$ cat src/rtl/mcs_regs.svh
// Purpose: register offsets, fields, reset values of the memory cycle sequencer
// Assumes: 32-bit Avalon-MM slave, byte addresses
// Notes: definitions only
`ifndef MCS_REGS_SVH
`define MCS_REGS_SVH

// ----------------------------------------
// offsets
// ----------------------------------------
`define MCS_OFF_CTRL 5'h00
`define MCS_OFF_CONFIG 5'h04
`define MCS_OFF_ADDR 5'h08
`define MCS_OFF_WDATA 5'h0c
`define MCS_OFF_RDATA 5'h10
`define MCS_OFF_STATUS 5'h14

// ----------------------------------------
// fields
// ----------------------------------------
`define MCS_CTRL_START 0
`define MCS_CTRL_WRITE 1
`define MCS_CTRL_CODE_LSB 2
`define MCS_CFG_WAIT_LSB 0
`define MCS_CFG_SYNC_BUS 2
`define MCS_CFG_LATCHED_RETRY 3
`define MCS_CFG_RETRY_SYNC 4
`define MCS_STAT_BUSY 0
`define MCS_STAT_DONE 1
`define MCS_STAT_RETRY 2
`define MCS_STAT_MODE 3

// ----------------------------------------
// reset values
// ----------------------------------------
`define MCS_CODE_IDLE 3'h7
`define MCS_RST_WAIT 2'h0
`define MCS_RST_SYNC_BUS 1'h1
`define MCS_RST_RETRY_SYNC 1'h1

`endif

$ cat src/rtl/mcs_pkg.sv
// Purpose: types of the memory cycle sequencer
// Assumes: nothing
// Notes: one struct holds all state
package mcs_pkg;

  typedef enum logic [2:0] {
    st_idle, st_request, st_first, st_wait, st_second, st_release, st_holdoff, st_retry_wait
  } seq_state_type;

  typedef struct packed {
    seq_state_type st;
    logic ph;
    logic [1:0] wcnt;
    logic first_wait;
    logic fin;
    logic term;
    logic retry_seen;
    logic mode;
    logic mode_taken;
    logic [1:0] wait_cfg;
    logic sync_bus;
    logic latched_retry_enable;
    logic retry_sync;
    logic wr;
    logic [2:0] code;
    logic [30:0] addr;
    logic [31:0] wdata;
    logic [31:0] rdata;
    logic busy;
    logic done;
    logic retry_status;
    logic bus_req;
    logic gack_out;
    logic gack_oe_n;
    logic ecs_n;
    logic adstb_n;
    logic ds_n;
    logic data_oe_n;
    logic [2:0] pin_code;
    logic dir;
    logic [1:0] ack_s1;
    logic [1:0] ack_s2;
    logic brt_s1;
    logic brt_s2;
    logic wait_q;
    logic [31:0] readdata;
  } seq_regs_type;

endpackage : mcs_pkg

$ cat src/rtl/master_memory_cycle_sequencer.sv
// Purpose: bus-master memory cycle sequencer with Avalon-MM register port
// Assumes: each bus state takes two clk cycles, ph 0 = rising half, ph 1 = falling half
// Notes: all outputs registered; single clock
//
// Summary of operation
// address, status code, direction driven at cycle start, held to cycle end
// big-endian: early strobe at first-state rise, address strobe at its fall
// big-endian sync: size acknowledges sampled each second-state rise until low
// big-endian sync read: data strobe at first fall, data caught final fall
// big-endian sync write: data at first fall, data strobe only with waits
// big-endian: address and data strobes dropped at final second-state fall
// big-endian async: acknowledges synchronised, sampled at first and second falls
// big-endian async: sync termination sampled at second-state rise
// big-endian async: end 1.5 clocks after acknowledge, 1 after termination
// big-endian async write: data strobe at first wait fall; reads at first fall
// memory keeps terminations off early unless a two-clock cycle is wanted
// little-endian: address-valid and early strobe at first rise, dropped later
// little-endian sync: ready sampled at end of each second state
// little-endian sync: read data caught at final end; write data held
// little-endian async: ready sampled on falls, end 1.5 clocks later
// little-endian async read: data strobe from first rise to final fall
// little-endian async write: data strobe at first wait rise, none zero-wait
// retry ends cycle at second state end and releases the bus
// without latch re-request; with latch wait for status clear and retry off
// retry wins over acknowledge, termination and ready
// config bit selects sync retry sampling or double-synchronised sampling
// system holds retry through hold-off and drops acknowledges after retry
// grant acknowledge driven high half a bus clock before release
// wait count inserts 0 to 3 wait states; terminations ignored meanwhile except async acknowledge at last wait fall
// config bit selects sync or async master termination
// strapped mode pin picks little-endian low, big-endian high
`timescale 1ns/1ps
`default_nettype none
`include "mcs_regs.svh"

module master_memory_cycle_sequencer (
  input wire logic clk,
  input wire logic rst,
  input wire logic [4:0] address,
  input wire logic read,
  input wire logic write,
  input wire logic [31:0] writedata,
  input wire logic [3:0] byteenable,
  output logic [31:0] readdata,
  output logic waitrequest,
  input wire logic byte_order_pin_mode,
  output logic bus_request,
  input wire logic bus_grant,
  output logic grant_acknowledge_out,
  output logic grant_acknowledge_oe_n,
  output logic [30:0] mem_address,
  output logic [2:0] bus_status_code,
  output logic direction_strobe,
  output logic early_cycle_strobe_n,
  output logic address_strobe_n,
  output logic data_strobe_n,
  output logic [31:0] data_out,
  output logic data_oe_n,
  input wire logic [31:0] data_in,
  input wire logic [1:0] size_acknowledge_pair_n,
  input wire logic sync_termination_n,
  input wire logic bus_retry_request_n
);

  // ----------------------------------------
  // helpers
  // ----------------------------------------
  function automatic logic [31:0] merge_bytes(input logic [31:0] old_v, input logic [31:0] new_v,
                                              input logic [3:0] be);
    logic [31:0] r;
    r = old_v;
    for (int i = 0; i < 4; i++) begin
      if (be[i]) begin
        r[i*8 +: 8] = new_v[i*8 +: 8];
      end
    end
    return r;
  endfunction : merge_bytes

  mcs_pkg::seq_regs_type s_q;
  mcs_pkg::seq_regs_type s_d;
  logic ready_input_n;
  logic async_term;
  logic async_sample;
  logic retry_async_now;
  logic [31:0] addr_merged;

  assign ready_input_n = size_acknowledge_pair_n[0];

  // ----------------------------------------
  // next state
  // ----------------------------------------
  always_comb begin
    s_d = s_q;
    addr_merged = merge_bytes({s_q.addr, 1'b0}, writedata, byteenable);
    // synchronise async inputs
    s_d.ack_s1 = size_acknowledge_pair_n;
    s_d.ack_s2 = s_q.ack_s1;
    s_d.brt_s1 = bus_retry_request_n;
    s_d.brt_s2 = s_q.brt_s1;
    // big-endian needs both acknowledges, little-endian the ready line
    async_term = s_q.mode ? (s_q.ack_s2 == 2'h0) : !s_q.ack_s2[0];
    async_sample = 1'b0;
    retry_async_now = !s_q.retry_sync && !s_q.brt_s2;

    // strap caught after reset
    if (!s_q.mode_taken) begin
      s_d.mode = byte_order_pin_mode;
      s_d.mode_taken = 1'b1;
    end

    // bus slave
    s_d.wait_q = 1'b1;
    if ((read || write) && s_q.wait_q) begin
      s_d.wait_q = 1'b0;
      case (address)
        `MCS_OFF_CTRL: s_d.readdata = {27'h0, s_q.code, s_q.wr, 1'b0};
        `MCS_OFF_CONFIG: s_d.readdata = {27'h0, s_q.retry_sync, s_q.latched_retry_enable, s_q.sync_bus, s_q.wait_cfg};
        `MCS_OFF_ADDR: s_d.readdata = {s_q.addr, 1'b0};
        `MCS_OFF_WDATA: s_d.readdata = s_q.wdata;
        `MCS_OFF_RDATA: s_d.readdata = s_q.rdata;
        `MCS_OFF_STATUS: s_d.readdata = {28'h0, s_d.mode, s_q.retry_status, s_q.done, s_q.busy};
        default: s_d.readdata = 32'h0;
      endcase
    end
    if (write && !s_q.wait_q) begin
      case (address)
        `MCS_OFF_CTRL: begin
          if (byteenable[0] && writedata[`MCS_CTRL_START] && s_q.st == mcs_pkg::st_idle) begin
            s_d.wr = writedata[`MCS_CTRL_WRITE];
            s_d.code = writedata[`MCS_CTRL_CODE_LSB +: 3];
            s_d.busy = 1'b1;
            s_d.bus_req = 1'b1;
            s_d.st = mcs_pkg::st_request;
          end
        end
        `MCS_OFF_CONFIG: begin
          if (byteenable[0] && !s_q.busy) begin
            // wait count
            s_d.wait_cfg = writedata[`MCS_CFG_WAIT_LSB +: 2];
            // termination mode
            s_d.sync_bus = writedata[`MCS_CFG_SYNC_BUS];
            s_d.latched_retry_enable = writedata[`MCS_CFG_LATCHED_RETRY];
            // retry sampling select
            s_d.retry_sync = writedata[`MCS_CFG_RETRY_SYNC];
          end
        end
        `MCS_OFF_ADDR: begin
          if (!s_q.busy) begin
            s_d.addr = addr_merged[31:1];
          end
        end
        `MCS_OFF_WDATA: begin
          if (!s_q.busy) begin
            s_d.wdata = merge_bytes(s_q.wdata, writedata, byteenable);
          end
        end
        `MCS_OFF_STATUS: begin
          if (byteenable[0]) begin
            if (writedata[`MCS_STAT_DONE]) begin
              s_d.done = 1'b0;
            end
            if (writedata[`MCS_STAT_RETRY]) begin
              s_d.retry_status = 1'b0;
            end
          end
        end
        default: begin
        end
      endcase
    end

    // cycle sequencer
    case (s_q.st)
      mcs_pkg::st_idle: begin
      end
      mcs_pkg::st_request: begin
        if (bus_grant) begin
          s_d.gack_out = 1'b0;
          s_d.gack_oe_n = 1'b0;
          s_d.st = mcs_pkg::st_first;
          s_d.ph = 1'b0;
          s_d.wcnt = s_q.wait_cfg;
          s_d.first_wait = 1'b1;
          s_d.fin = 1'b0;
          s_d.term = 1'b0;
          s_d.retry_seen = 1'b0;
          // drive address, code, direction
          s_d.pin_code = s_q.code;
          s_d.dir = s_q.mode ? !s_q.wr : s_q.wr;
          // early strobe at first rise
          s_d.ecs_n = 1'b0;
          // address-valid at first rise
          s_d.adstb_n = s_q.mode;
          // async read strobe at first rise
          s_d.ds_n = !(!s_q.mode && !s_q.sync_bus && !s_q.wr);
        end
      end
      mcs_pkg::st_first: begin
        if (!s_q.ph) begin
          s_d.ph = 1'b1;
          s_d.ecs_n = 1'b1;
          if (s_q.mode) begin
            // address strobe at first fall
            s_d.adstb_n = 1'b0;
            // read data strobe at first fall
            if (!s_q.wr) begin
              s_d.ds_n = 1'b0;
            end
          end
          // write data from first fall
          s_d.data_oe_n = !s_q.wr;
          // async sample at first fall, skipped while waits pending
          async_sample = !s_q.sync_bus && s_q.wcnt == 2'h0;
        end else begin
          s_d.ph = 1'b0;
          // address-valid dropped at second rise
          if (!s_q.mode) begin
            s_d.adstb_n = 1'b1;
          end
          // programmed waits first
          if (s_q.wcnt != 2'h0) begin
            s_d.st = mcs_pkg::st_wait;
            // async write strobe at first wait rise
            if (!s_q.mode && !s_q.sync_bus && s_q.wr) begin
              s_d.ds_n = 1'b0;
            end
          end else begin
            s_d.st = mcs_pkg::st_second;
          end
        end
        // async retry from first fall on
        if (s_q.ph && retry_async_now) begin
          s_d.retry_seen = 1'b1;
        end
      end
      mcs_pkg::st_wait: begin
        if (!s_q.ph) begin
          s_d.ph = 1'b1;
          // big-endian write strobe at first wait fall
          if (s_q.mode && s_q.wr && s_q.first_wait) begin
            s_d.ds_n = 1'b0;
          end
          // async acknowledge may come in last wait
          async_sample = !s_q.sync_bus && s_q.wcnt == 2'h1;
        end else begin
          s_d.ph = 1'b0;
          s_d.first_wait = 1'b0;
          s_d.wcnt = s_q.wcnt - 2'h1;
          if (s_q.wcnt == 2'h1) begin
            s_d.st = mcs_pkg::st_second;
          end
        end
        if (retry_async_now) begin
          s_d.retry_seen = 1'b1;
        end
      end
      mcs_pkg::st_second: begin
        if (!s_q.ph) begin
          s_d.ph = 1'b1;
          // sync size acknowledge at second rise
          if (s_q.mode && s_q.sync_bus && size_acknowledge_pair_n == 2'h0) begin
            s_d.term = 1'b1;
          end
          // sync termination in async mode
          if (s_q.mode && !s_q.sync_bus && !sync_termination_n) begin
            s_d.term = 1'b1;
          end
          // sync retry sampled at second rise
          if ((s_q.retry_sync && !bus_retry_request_n) || retry_async_now) begin
            s_d.retry_seen = 1'b1;
          end
          // async acknowledge sampled earlier ends this state
          if (s_q.term || s_d.term || s_d.retry_seen) begin
            s_d.fin = s_q.mode || !s_q.sync_bus || s_d.retry_seen;
          end
          if (s_d.fin) begin
            // strobes dropped at final fall
            s_d.ds_n = 1'b1;
            if (s_q.mode) begin
              s_d.adstb_n = 1'b1;
            end
            // data caught at final fall
            if (!s_q.wr) begin
              s_d.rdata = data_in;
            end
          end else begin
            // async sample at second fall
            async_sample = !s_q.sync_bus;
          end
        end else begin
          s_d.ph = 1'b0;
          // retry wins; R13 R14 sync ready at end of second state
          if (!s_q.fin && !s_q.mode && s_q.sync_bus && !ready_input_n && !s_q.retry_seen) begin
            s_d.fin = 1'b1;
            if (!s_q.wr) begin
              s_d.rdata = data_in;
            end
          end
          if (s_d.fin) begin
            // end cycle and release bus
            s_d.data_oe_n = 1'b1;
            s_d.ds_n = 1'b1;
            s_d.adstb_n = 1'b1;
            s_d.bus_req = 1'b0;
            s_d.gack_out = 1'b1;
            s_d.pin_code = `MCS_CODE_IDLE;
            s_d.st = s_q.retry_seen ? mcs_pkg::st_holdoff : mcs_pkg::st_release;
          end
        end
      end
      mcs_pkg::st_release: begin
        // high half a bus clock, then float
        s_d.gack_oe_n = 1'b1;
        s_d.busy = 1'b0;
        s_d.done = 1'b1;
        s_d.st = mcs_pkg::st_idle;
      end
      mcs_pkg::st_holdoff: begin
        // high half a bus clock, then float
        s_d.gack_oe_n = 1'b1;
        // latched or immediate retry
        if (s_q.latched_retry_enable) begin
          s_d.retry_status = 1'b1;
          s_d.st = mcs_pkg::st_retry_wait;
        end else begin
          s_d.bus_req = 1'b1;
          s_d.st = mcs_pkg::st_request;
        end
      end
      mcs_pkg::st_retry_wait: begin
        // wait for status clear and retry released
        if (!s_q.retry_status && bus_retry_request_n) begin
          s_d.bus_req = 1'b1;
          s_d.st = mcs_pkg::st_request;
        end
      end
      default: begin
        s_d.st = mcs_pkg::st_idle;
      end
    endcase

    // async acknowledge arms the final second state
    if (async_sample && async_term) begin
      s_d.term = 1'b1;
    end
  end

  // ----------------------------------------
  // state register
  // ----------------------------------------
  always_ff @(posedge clk) begin
    if (rst) begin
      s_q <= '0;
      s_q.st <= mcs_pkg::st_idle;
      s_q.wait_cfg <= `MCS_RST_WAIT;
      s_q.sync_bus <= `MCS_RST_SYNC_BUS;
      s_q.retry_sync <= `MCS_RST_RETRY_SYNC;
      s_q.code <= `MCS_CODE_IDLE;
      s_q.pin_code <= `MCS_CODE_IDLE;
      s_q.gack_out <= 1'b1;
      s_q.gack_oe_n <= 1'b1;
      s_q.ecs_n <= 1'b1;
      s_q.adstb_n <= 1'b1;
      s_q.ds_n <= 1'b1;
      s_q.data_oe_n <= 1'b1;
      s_q.ack_s1 <= 2'h3;
      s_q.ack_s2 <= 2'h3;
      s_q.brt_s1 <= 1'b1;
      s_q.brt_s2 <= 1'b1;
      s_q.wait_q <= 1'b1;
    end else begin
      s_q <= s_d;
    end
  end

  // ----------------------------------------
  // outputs
  // ----------------------------------------
  assign readdata = s_q.readdata;
  assign waitrequest = s_q.wait_q;
  assign bus_request = s_q.bus_req;
  assign grant_acknowledge_out = s_q.gack_out;
  assign grant_acknowledge_oe_n = s_q.gack_oe_n;
  assign mem_address = s_q.addr;
  assign bus_status_code = s_q.pin_code;
  assign direction_strobe = s_q.dir;
  assign early_cycle_strobe_n = s_q.ecs_n;
  assign address_strobe_n = s_q.adstb_n;
  assign data_strobe_n = s_q.ds_n;
  assign data_out = s_q.wdata;
  assign data_oe_n = s_q.data_oe_n;

endmodule : master_memory_cycle_sequencer

`default_nettype wire

$ cat config.mk
export PLATFORM = sky130hd
export DESIGN_NAME = master_memory_cycle_sequencer
export DESIGN_NICKNAME = d
export VERILOG_FILES = /design/src/rtl/mcs_pkg.sv /design/src/rtl/master_memory_cycle_sequencer.sv
export VERILOG_INCLUDE_DIRS = /design/src /design/src/rtl
export SDC_FILE = /design/constraint.sdc
export NUM_CORES = 1
export LEC_CHECK = 0
export ABC_AREA = 1
export BUFFER_PORTS_ARGS = -buffer_cell sky130_fd_sc_hd__clkbuf_2
export CORE_ASPECT_RATIO = 1.1
export CORE_MARGIN = 2
export CORE_UTILIZATION = 40
export CTS_CLUSTER_SIZE = 30
export DETAILED_ROUTE_END_ITERATION = 10
export PLACE_DENSITY = 0.72
export SLEW_MARGIN = 20
export SYNTH_ARGS = -nofsm -noshare
export SYNTH_HDL_FRONTEND = slang
export SYNTH_SLANG_ARGS = --single-unit
$ cat constraint.sdc
create_clock -name clk -period 1.8 [get_ports clk]
set_input_delay 0 -clock clk [delete_from_list [all_inputs] [get_ports clk]]
set_output_delay 0 -clock clk [all_outputs]
set_load 0.02 [all_outputs]
# --- After elaboration in Yosys (flattened, before gate mapping) ---
# Cells that the tools add are included.
# W data, S select, Z words.
totals:
  reg_bits: 169
  output_inout_bits: 107
op_classes:
  add_sub_neg: 1
  eq_ne: 34
  n_mux: 91
  n_bitwise: 1
  n_reduce_logical: 93
ops:
  columns: ["cell", "count"]
  rows:
  - ["$pmux W32 S6", 1]
  - ["$mux W32", 4]
  - ["$reduce_and A4 Y1", 11]
  - ["$mux W1", 42]
  - ["$mux W3", 13]
  - ["$mux W33", 1]
  - ["$logic_and A1 B1 Y1", 25]
  - ["$ne A3 B3 Y1 const B", 8]
  - ["$reduce_bool A2 Y1", 12]
  - ["$mux W2", 11]
  - ["$pmux W3 S7", 1]
  - ["$ne A2 B2 Y1 const B", 9]
  - ["$reduce_and A3 Y1", 6]
  - ["$logic_not A1 Y1", 15]
  - ["$eq A3 B3 Y1 const B", 4]
  - ["$pmux W3 S2", 2]
  - ["$eq A5 B4 Y1 const B", 2]
  - ["$eq A5 B5 Y1 const B", 2]
  - ["$mux W10", 1]
  - ["$pmux W1 S2", 5]
  - ["$reduce_and A10 Y1", 1]
  - ["$pmux W1 S3", 3]
  - ["$mux W4", 2]
  - ["$pmux W1 S4", 2]
  - ["other kinds (22)", 37]

# --- Longest topological paths before layout ---
logic_depth:
  depth_word: 17
  depth_mapped: 12

# --- Worst setup path before layout ---
# OpenSTA, ideal clock, no wires.
synth_path:
  path_kind: "register -> register"
  startpoint: "register s_q[158] in the netlist's numbering"
  endpoint: "register s_q[64] in the netlist's numbering"
  t_arrival_ns: 1.465
  required_ns: 1.685
  setup_slack_ns: 0.220
  stages_incl_launch_ff: 9
  period_less_slack_ns: 1.580
  cell_sequence: "dfxtp_1 -> buf_4 -> nor2_4 -> nand3_2 -> a211oi_4 -> buf_6 -> nand3b_1 -> nand2_1 -> nor2_1"
synth_via:
  elab_chain_len: 13
synth_rtl:
  columns: ["item", "line_no", "rtl"]
  rows:
  - ["from (decl)", "master_memory_cycle_sequencer.sv:80", "mcs_pkg::seq_regs_type s_q;"]
  - ["$logic_and A1 B1 Y1 (2 in series)", "master_memory_cycle_sequencer.sv:262", "if (s_q.mode && s_q.sync_bus && size_acknowledge_pair_n == 2'h0) begin"]
  - ["$mux W1", "master_memory_cycle_sequencer.sv:262", null]
  - ["$mux W1", "master_memory_cycle_sequencer.sv:266", "if (s_q.mode && !s_q.sync_bus && !sync_termination_n) begin"]
  - ["$mux W1", "master_memory_cycle_sequencer.sv:259", "if (!s_q.ph) begin"]
  - ["$mux W1", "master_memory_cycle_sequencer.sv:174", "case (s_q.st)"]
  - ["$logic_or A1 B1 Y1 (2 in series)", "master_memory_cycle_sequencer.sv:274", "if (s_q.term || s_d.term || s_d.retry_seen) begin"]
  - ["$mux W1", "master_memory_cycle_sequencer.sv:274", null]
  - ["$mux W1", "master_memory_cycle_sequencer.sv:259", null]
  - ["$mux W1", "master_memory_cycle_sequencer.sv:174", null]
  - ["$reduce_bool A2 Y1 (no source line)", null, null]
  - ["$reduce_and A3 Y1 (no source line) *", null, null]
# Every way passes the cells marked *; elsewhere a longest branch is shown, timed or not. The select of a mux whose other input is x is not followed.
# A chain may end at the register's enable or synchronous reset.

# --- Final worst setup path ---
layout_path:
  startpoint: "register s_q[152] in the netlist's numbering"
  endpoint: "register s_q[78] in the netlist's numbering"
layout_via:
  elab_chain_len: 12
layout_rtl:
  columns: ["item", "line_no", "rtl"]
  rows:
  - ["$logic_not A1 Y1", "master_memory_cycle_sequencer.sv:104", "retry_async_now = !s_q.retry_sync && !s_q.brt_s2;"]
  - ["$logic_and A1 B1 Y1", "master_memory_cycle_sequencer.sv:104", null]
  - ["$logic_or A1 B1 Y1 *", "master_memory_cycle_sequencer.sv:270", "if ((s_q.retry_sync && !bus_retry_request_n) || retry_async_now) begin"]
  - ["$mux W1 *", "master_memory_cycle_sequencer.sv:270", null]
  - ["$mux W1 *", "master_memory_cycle_sequencer.sv:259", null]
  - ["$mux W1 *", "master_memory_cycle_sequencer.sv:174", null]
  - ["$logic_or A1 B1 Y1 (on tied branches)", "master_memory_cycle_sequencer.sv:275, master_memory_cycle_sequencer.sv:274", null]
  - ["$mux W1 *", "master_memory_cycle_sequencer.sv:274", null]
  - ["$mux W1 *", "master_memory_cycle_sequencer.sv:259", null]
  - ["$mux W1 *", "master_memory_cycle_sequencer.sv:174", null]
  - ["$reduce_bool A2 Y1 (no source line) *", null, null]
  - ["$reduce_and A3 Y1 (no source line) *", null, null]
# Marked as above.

==> impl_metrics.py <==
metrics = {
    "synthesis": {
        "ys_ff_latch": 169,
        "synth_top_area_share_pct": 41.2,
        "synth_cells": 1121,
        "syn_area_um2": 8210,
        "synth_cell_types": 35,
        "ys_warn_count": 0,
        "synth_edf_count": 0,
        "yosysMostFrequentCell": "nand2_1",
        "synth_area_leader_cell": "dfxtp_1",
        "ys_top_cells_by_area": "dfxtp_1 41%, buf_4 9.4%, nand2_1 9.1%",
        "ys.flop_type": "dfxtp_1",
        "async_flop_share_pct": 0,
        "syn-num-nets": 1207,
        "yosys-top-cells-count": "199 x nand2_1, 169 x dfxtp_1, 138 x a21oi_1",
        "avgSynthCellArea_um2": 7.33,
        "ys_seq_area_share_pct": 41.2,
    },
    "sta": {
        "hold_viol": 0,
        "skew_ns": 0.00891,
        "fmax_mhz": 607,
        "drv_slew": 0,
        "layout_setup_ws_ns": 0.152,
        "hold_slack_ns": 0.0671,
        "relSlewSlack_pct": 54.1,
        "rsz0062_at_grt": "false",
        "period_share_pct": 91.5,
        "worstMarginPinSlew_ns": 0.689,
        "fin_crit_ns": 1.65,
        "setup_viol": 0,
        "setup_tns_ns": 0,
    },
    "grt": {
        "grt_pass1_vias": 7601,
        "gr-total-overflow": 0,
        "grt_use_total_pct": 21.6,
        "grt_antenna_before_repair": 0,
        "grt_max_degree": 65,
        "grt_pass1_wl_um": 37800,
    },
    "status": {
        "status": "finished, final reports clean",
    },
    "placement": {
        "hpwl_um": 16300,
        "dpl_cell_area_um2": 8890,
        "port_buffers": 189,
        "finalWeightedCongestion": 0.946,
        "detailedPlace.worstSlack_ns": 0.106,
    },
    "worst_hold_path": {
        "holdCritPathClass": "input pin to register",
    },
    "drt": {
        "dr.pass1.iters": 5,
        "via_per_inst": 5.08,
        "wl_um": 24200,
        "avgRoutedWirePerCell_um": 15.7,
        "final_antenna_net_count": 0,
        "drtIter0Drc": 527,
        "drc": 0,
        "num_vias": 7861,
    },
    "layout": {
        "fin_area_um2": 10300,
        "syn_to_final_growth_pct": 25.2,
        "drive_above_1_share_pct": 22.7,
        "diodes": 0,
        "fillers": 1901,
        "final_nets": 1369,
    },
    "worst_setup_path": {
        "worstPathCellList": "nor2_1 > a211oi_2 > nand4_4 > clkbuf_16 > a21oi_1 > nor2_1",
        "r2r_slack_ns": 0.15,
        "worstSetupEndpoint": "s_q[78]$_SDFFE_PP0P_",
        "r2r_cells": 6,
        "worstReg2RegEnd": "s_q[78]$_SDFFE_PP0P_",
        "crit_path_start": "s_q[152]$_SDFFE_PP1P_",
        "crit_arrival_ns": 1.96,
        "critPathKind": "register to register",
        "r2r-start": "s_q[152]$_SDFFE_PP1P_",
        "start_kind": "register",
        "slowest_delay_ns": 0.38,
        "critical-path-slowest-cell": "dfxtp_1",
        "cp_max_fo": 32,
        "cp.required_ns": 2.12,
        "worst_setup_path_end_kind": "register",
        "cpMostUsedCell": "nor2_1",
    },
    "die": {
        "io_pins": 190,
        "die-area_um2": 21700,
        "die_w_um": 141,
        "initial_utilization_pct": 41.1,
        "coreArea_um2": 20000,
        "rows": 54,
        "fp.dieH_um": 154,
    },
    "cts": {
        "cts.sinks": 169,
        "h-tree-depth": 4,
        "cts_made_buffers": 17,
        "cts_tree": "yes",
        "cts-root-buf": "clkbuf_16",
        "insertion_delay_ns": 0.42,
        "clk_pin_slew_ns": 0.07,
        "cts_buffer_depth": 2,
    },
    "power_and_ir_drop": {
        "power_uw": 8190,
        "vdd_drop_max_uv": 618,
        "p_per_area_nw_per_um2": 796,
        "power_leakage_uw": 0.00441,
    },
    "job": {
        "max_cap_violations": 0,
    },
}
[cells by family after synthesis]
group	share of synthesized area [%]
AND/OR/NAND/NOR	21.8
AO/OA/AOI/OAI	18.9
buffers and inverters	17.7
flip-flops	41.2
adder cells (fa/ha/maj)	0.457
[layout make-up]
class / count / area (um^2) / share of cell area, %
multi-input cells: 687 / 3410 / 33.2
flip-flops and latches: 169 / 3380 / 32.9
repair buffers: 299 / 2150 / 20.9
clock buffers: 24 / 502 / 4.88
inverters: 109 / 409 / 3.98
well taps: 252 / 315 / 3.07
clock inverters: 8 / 110 / 1.07
[worst max-delay path: cells and delay by family (launching register included)]
kind                   cells  cell delay [ns]
buffers and inverters      1             0.27
AND/OR/NAND/NOR            3             0.37
AO/OA/AOI/OAI              2             0.52
flip-flops                 1             0.38
[how the worst min path moves through the flow]
stage	endpoint	startpoint	slack (ns)	depth (start not counted)
after CTS	readdata[28]$_SDFFE_PP0P_	read	0.05	4
final	readdata[28]$_SDFFE_PP0P_	read	0.07	4
after global routing	readdata[18]$_SDFFE_PP0P_	read	0.07	4
after floorplan	s_d[35]$_SDFF_PP1_	size_acknowledge_pair_n[0]	0.11	1
after global placement	s_d[36]$_SDFF_PP1_	size_acknowledge_pair_n[1]	0.21	2
after detailed placement	s_d[36]$_SDFF_PP1_	size_acknowledge_pair_n[1]	0.22	2
[sequential cells by signal, indices dropped and copies added (netlist names), 3 cells and up]
register,cells
readdata,32
s_q,59
mem_address,31
data_out,32
s_d,3
bus_status_code,3
[cell usage in the layout (no fill, tap or decap), drive strengths merged]
| cell type | n |
|---|---|
| o31ai | 3 |
| or2 | 5 |
| buf | 39 |
| nand2 | 200 |
| nand3 | 29 |
| clkinv | 3 |
| a211oi | 4 |
| nand3b | 33 |
| a21oi | 140 |
| nor3 | 10 |
| o221ai | 24 |
| ha | 3 |
| o211ai | 6 |
| o22ai | 3 |
| a41oi | 1 |
| clkinvlp | 2 |
| dlygate4sd3 | 69 |
| inv | 110 |
| bufinv | 2 |
| o21ai | 96 |
| clkbuf | 215 |
| nor2 | 116 |
| nand4 | 13 |
| a22oi | 1 |
| dfxtp | 169 |
[stage by stage]
step | util [%] | std cells
after detailed placement | 44.4 | 1444
after floorplan | - | 1121
after global placement | 44.4 | 1444
after CTS | 50.9 | 1545
final | 51.4 | 1548
after global routing | 51.4 | 1548
[where the power goes]
| group | switching (uW) | total (uW) | leakage (uW) | internal [uW] |
|---|---|---|---|---|
| Sequential | 9.79 | 3760 | 0.00136 | 3750 |
| Combinational | 341 | 613 | 0.00275 | 272 |
| Clock | 1560 | 3810 | 0.000293 | 2250 |
| Total | 1910 | 8190 | 0.00441 | 6270 |
[timing repair]
action | CTS | global route
endpoints found under the hold margin | 110 | 0
hold buffers | 69 | 0
resized for setup | 0 | 5
buffers inserted | 0 | 1
endpoints found under the setup margin | 0 | 18
[metal layers]
layer	track usage (%)	vias to the layer above	part of all wire, %	wire length, um
met3	3.31	35	5.4	1310
met5	0	-	0	0
li1	-	3915	-	-
met1	27.3	3628	44	10700
met2	37.1	283	48	11800
met4	7.95	0	2.1	503
Power figures use the tool's default switching activity.
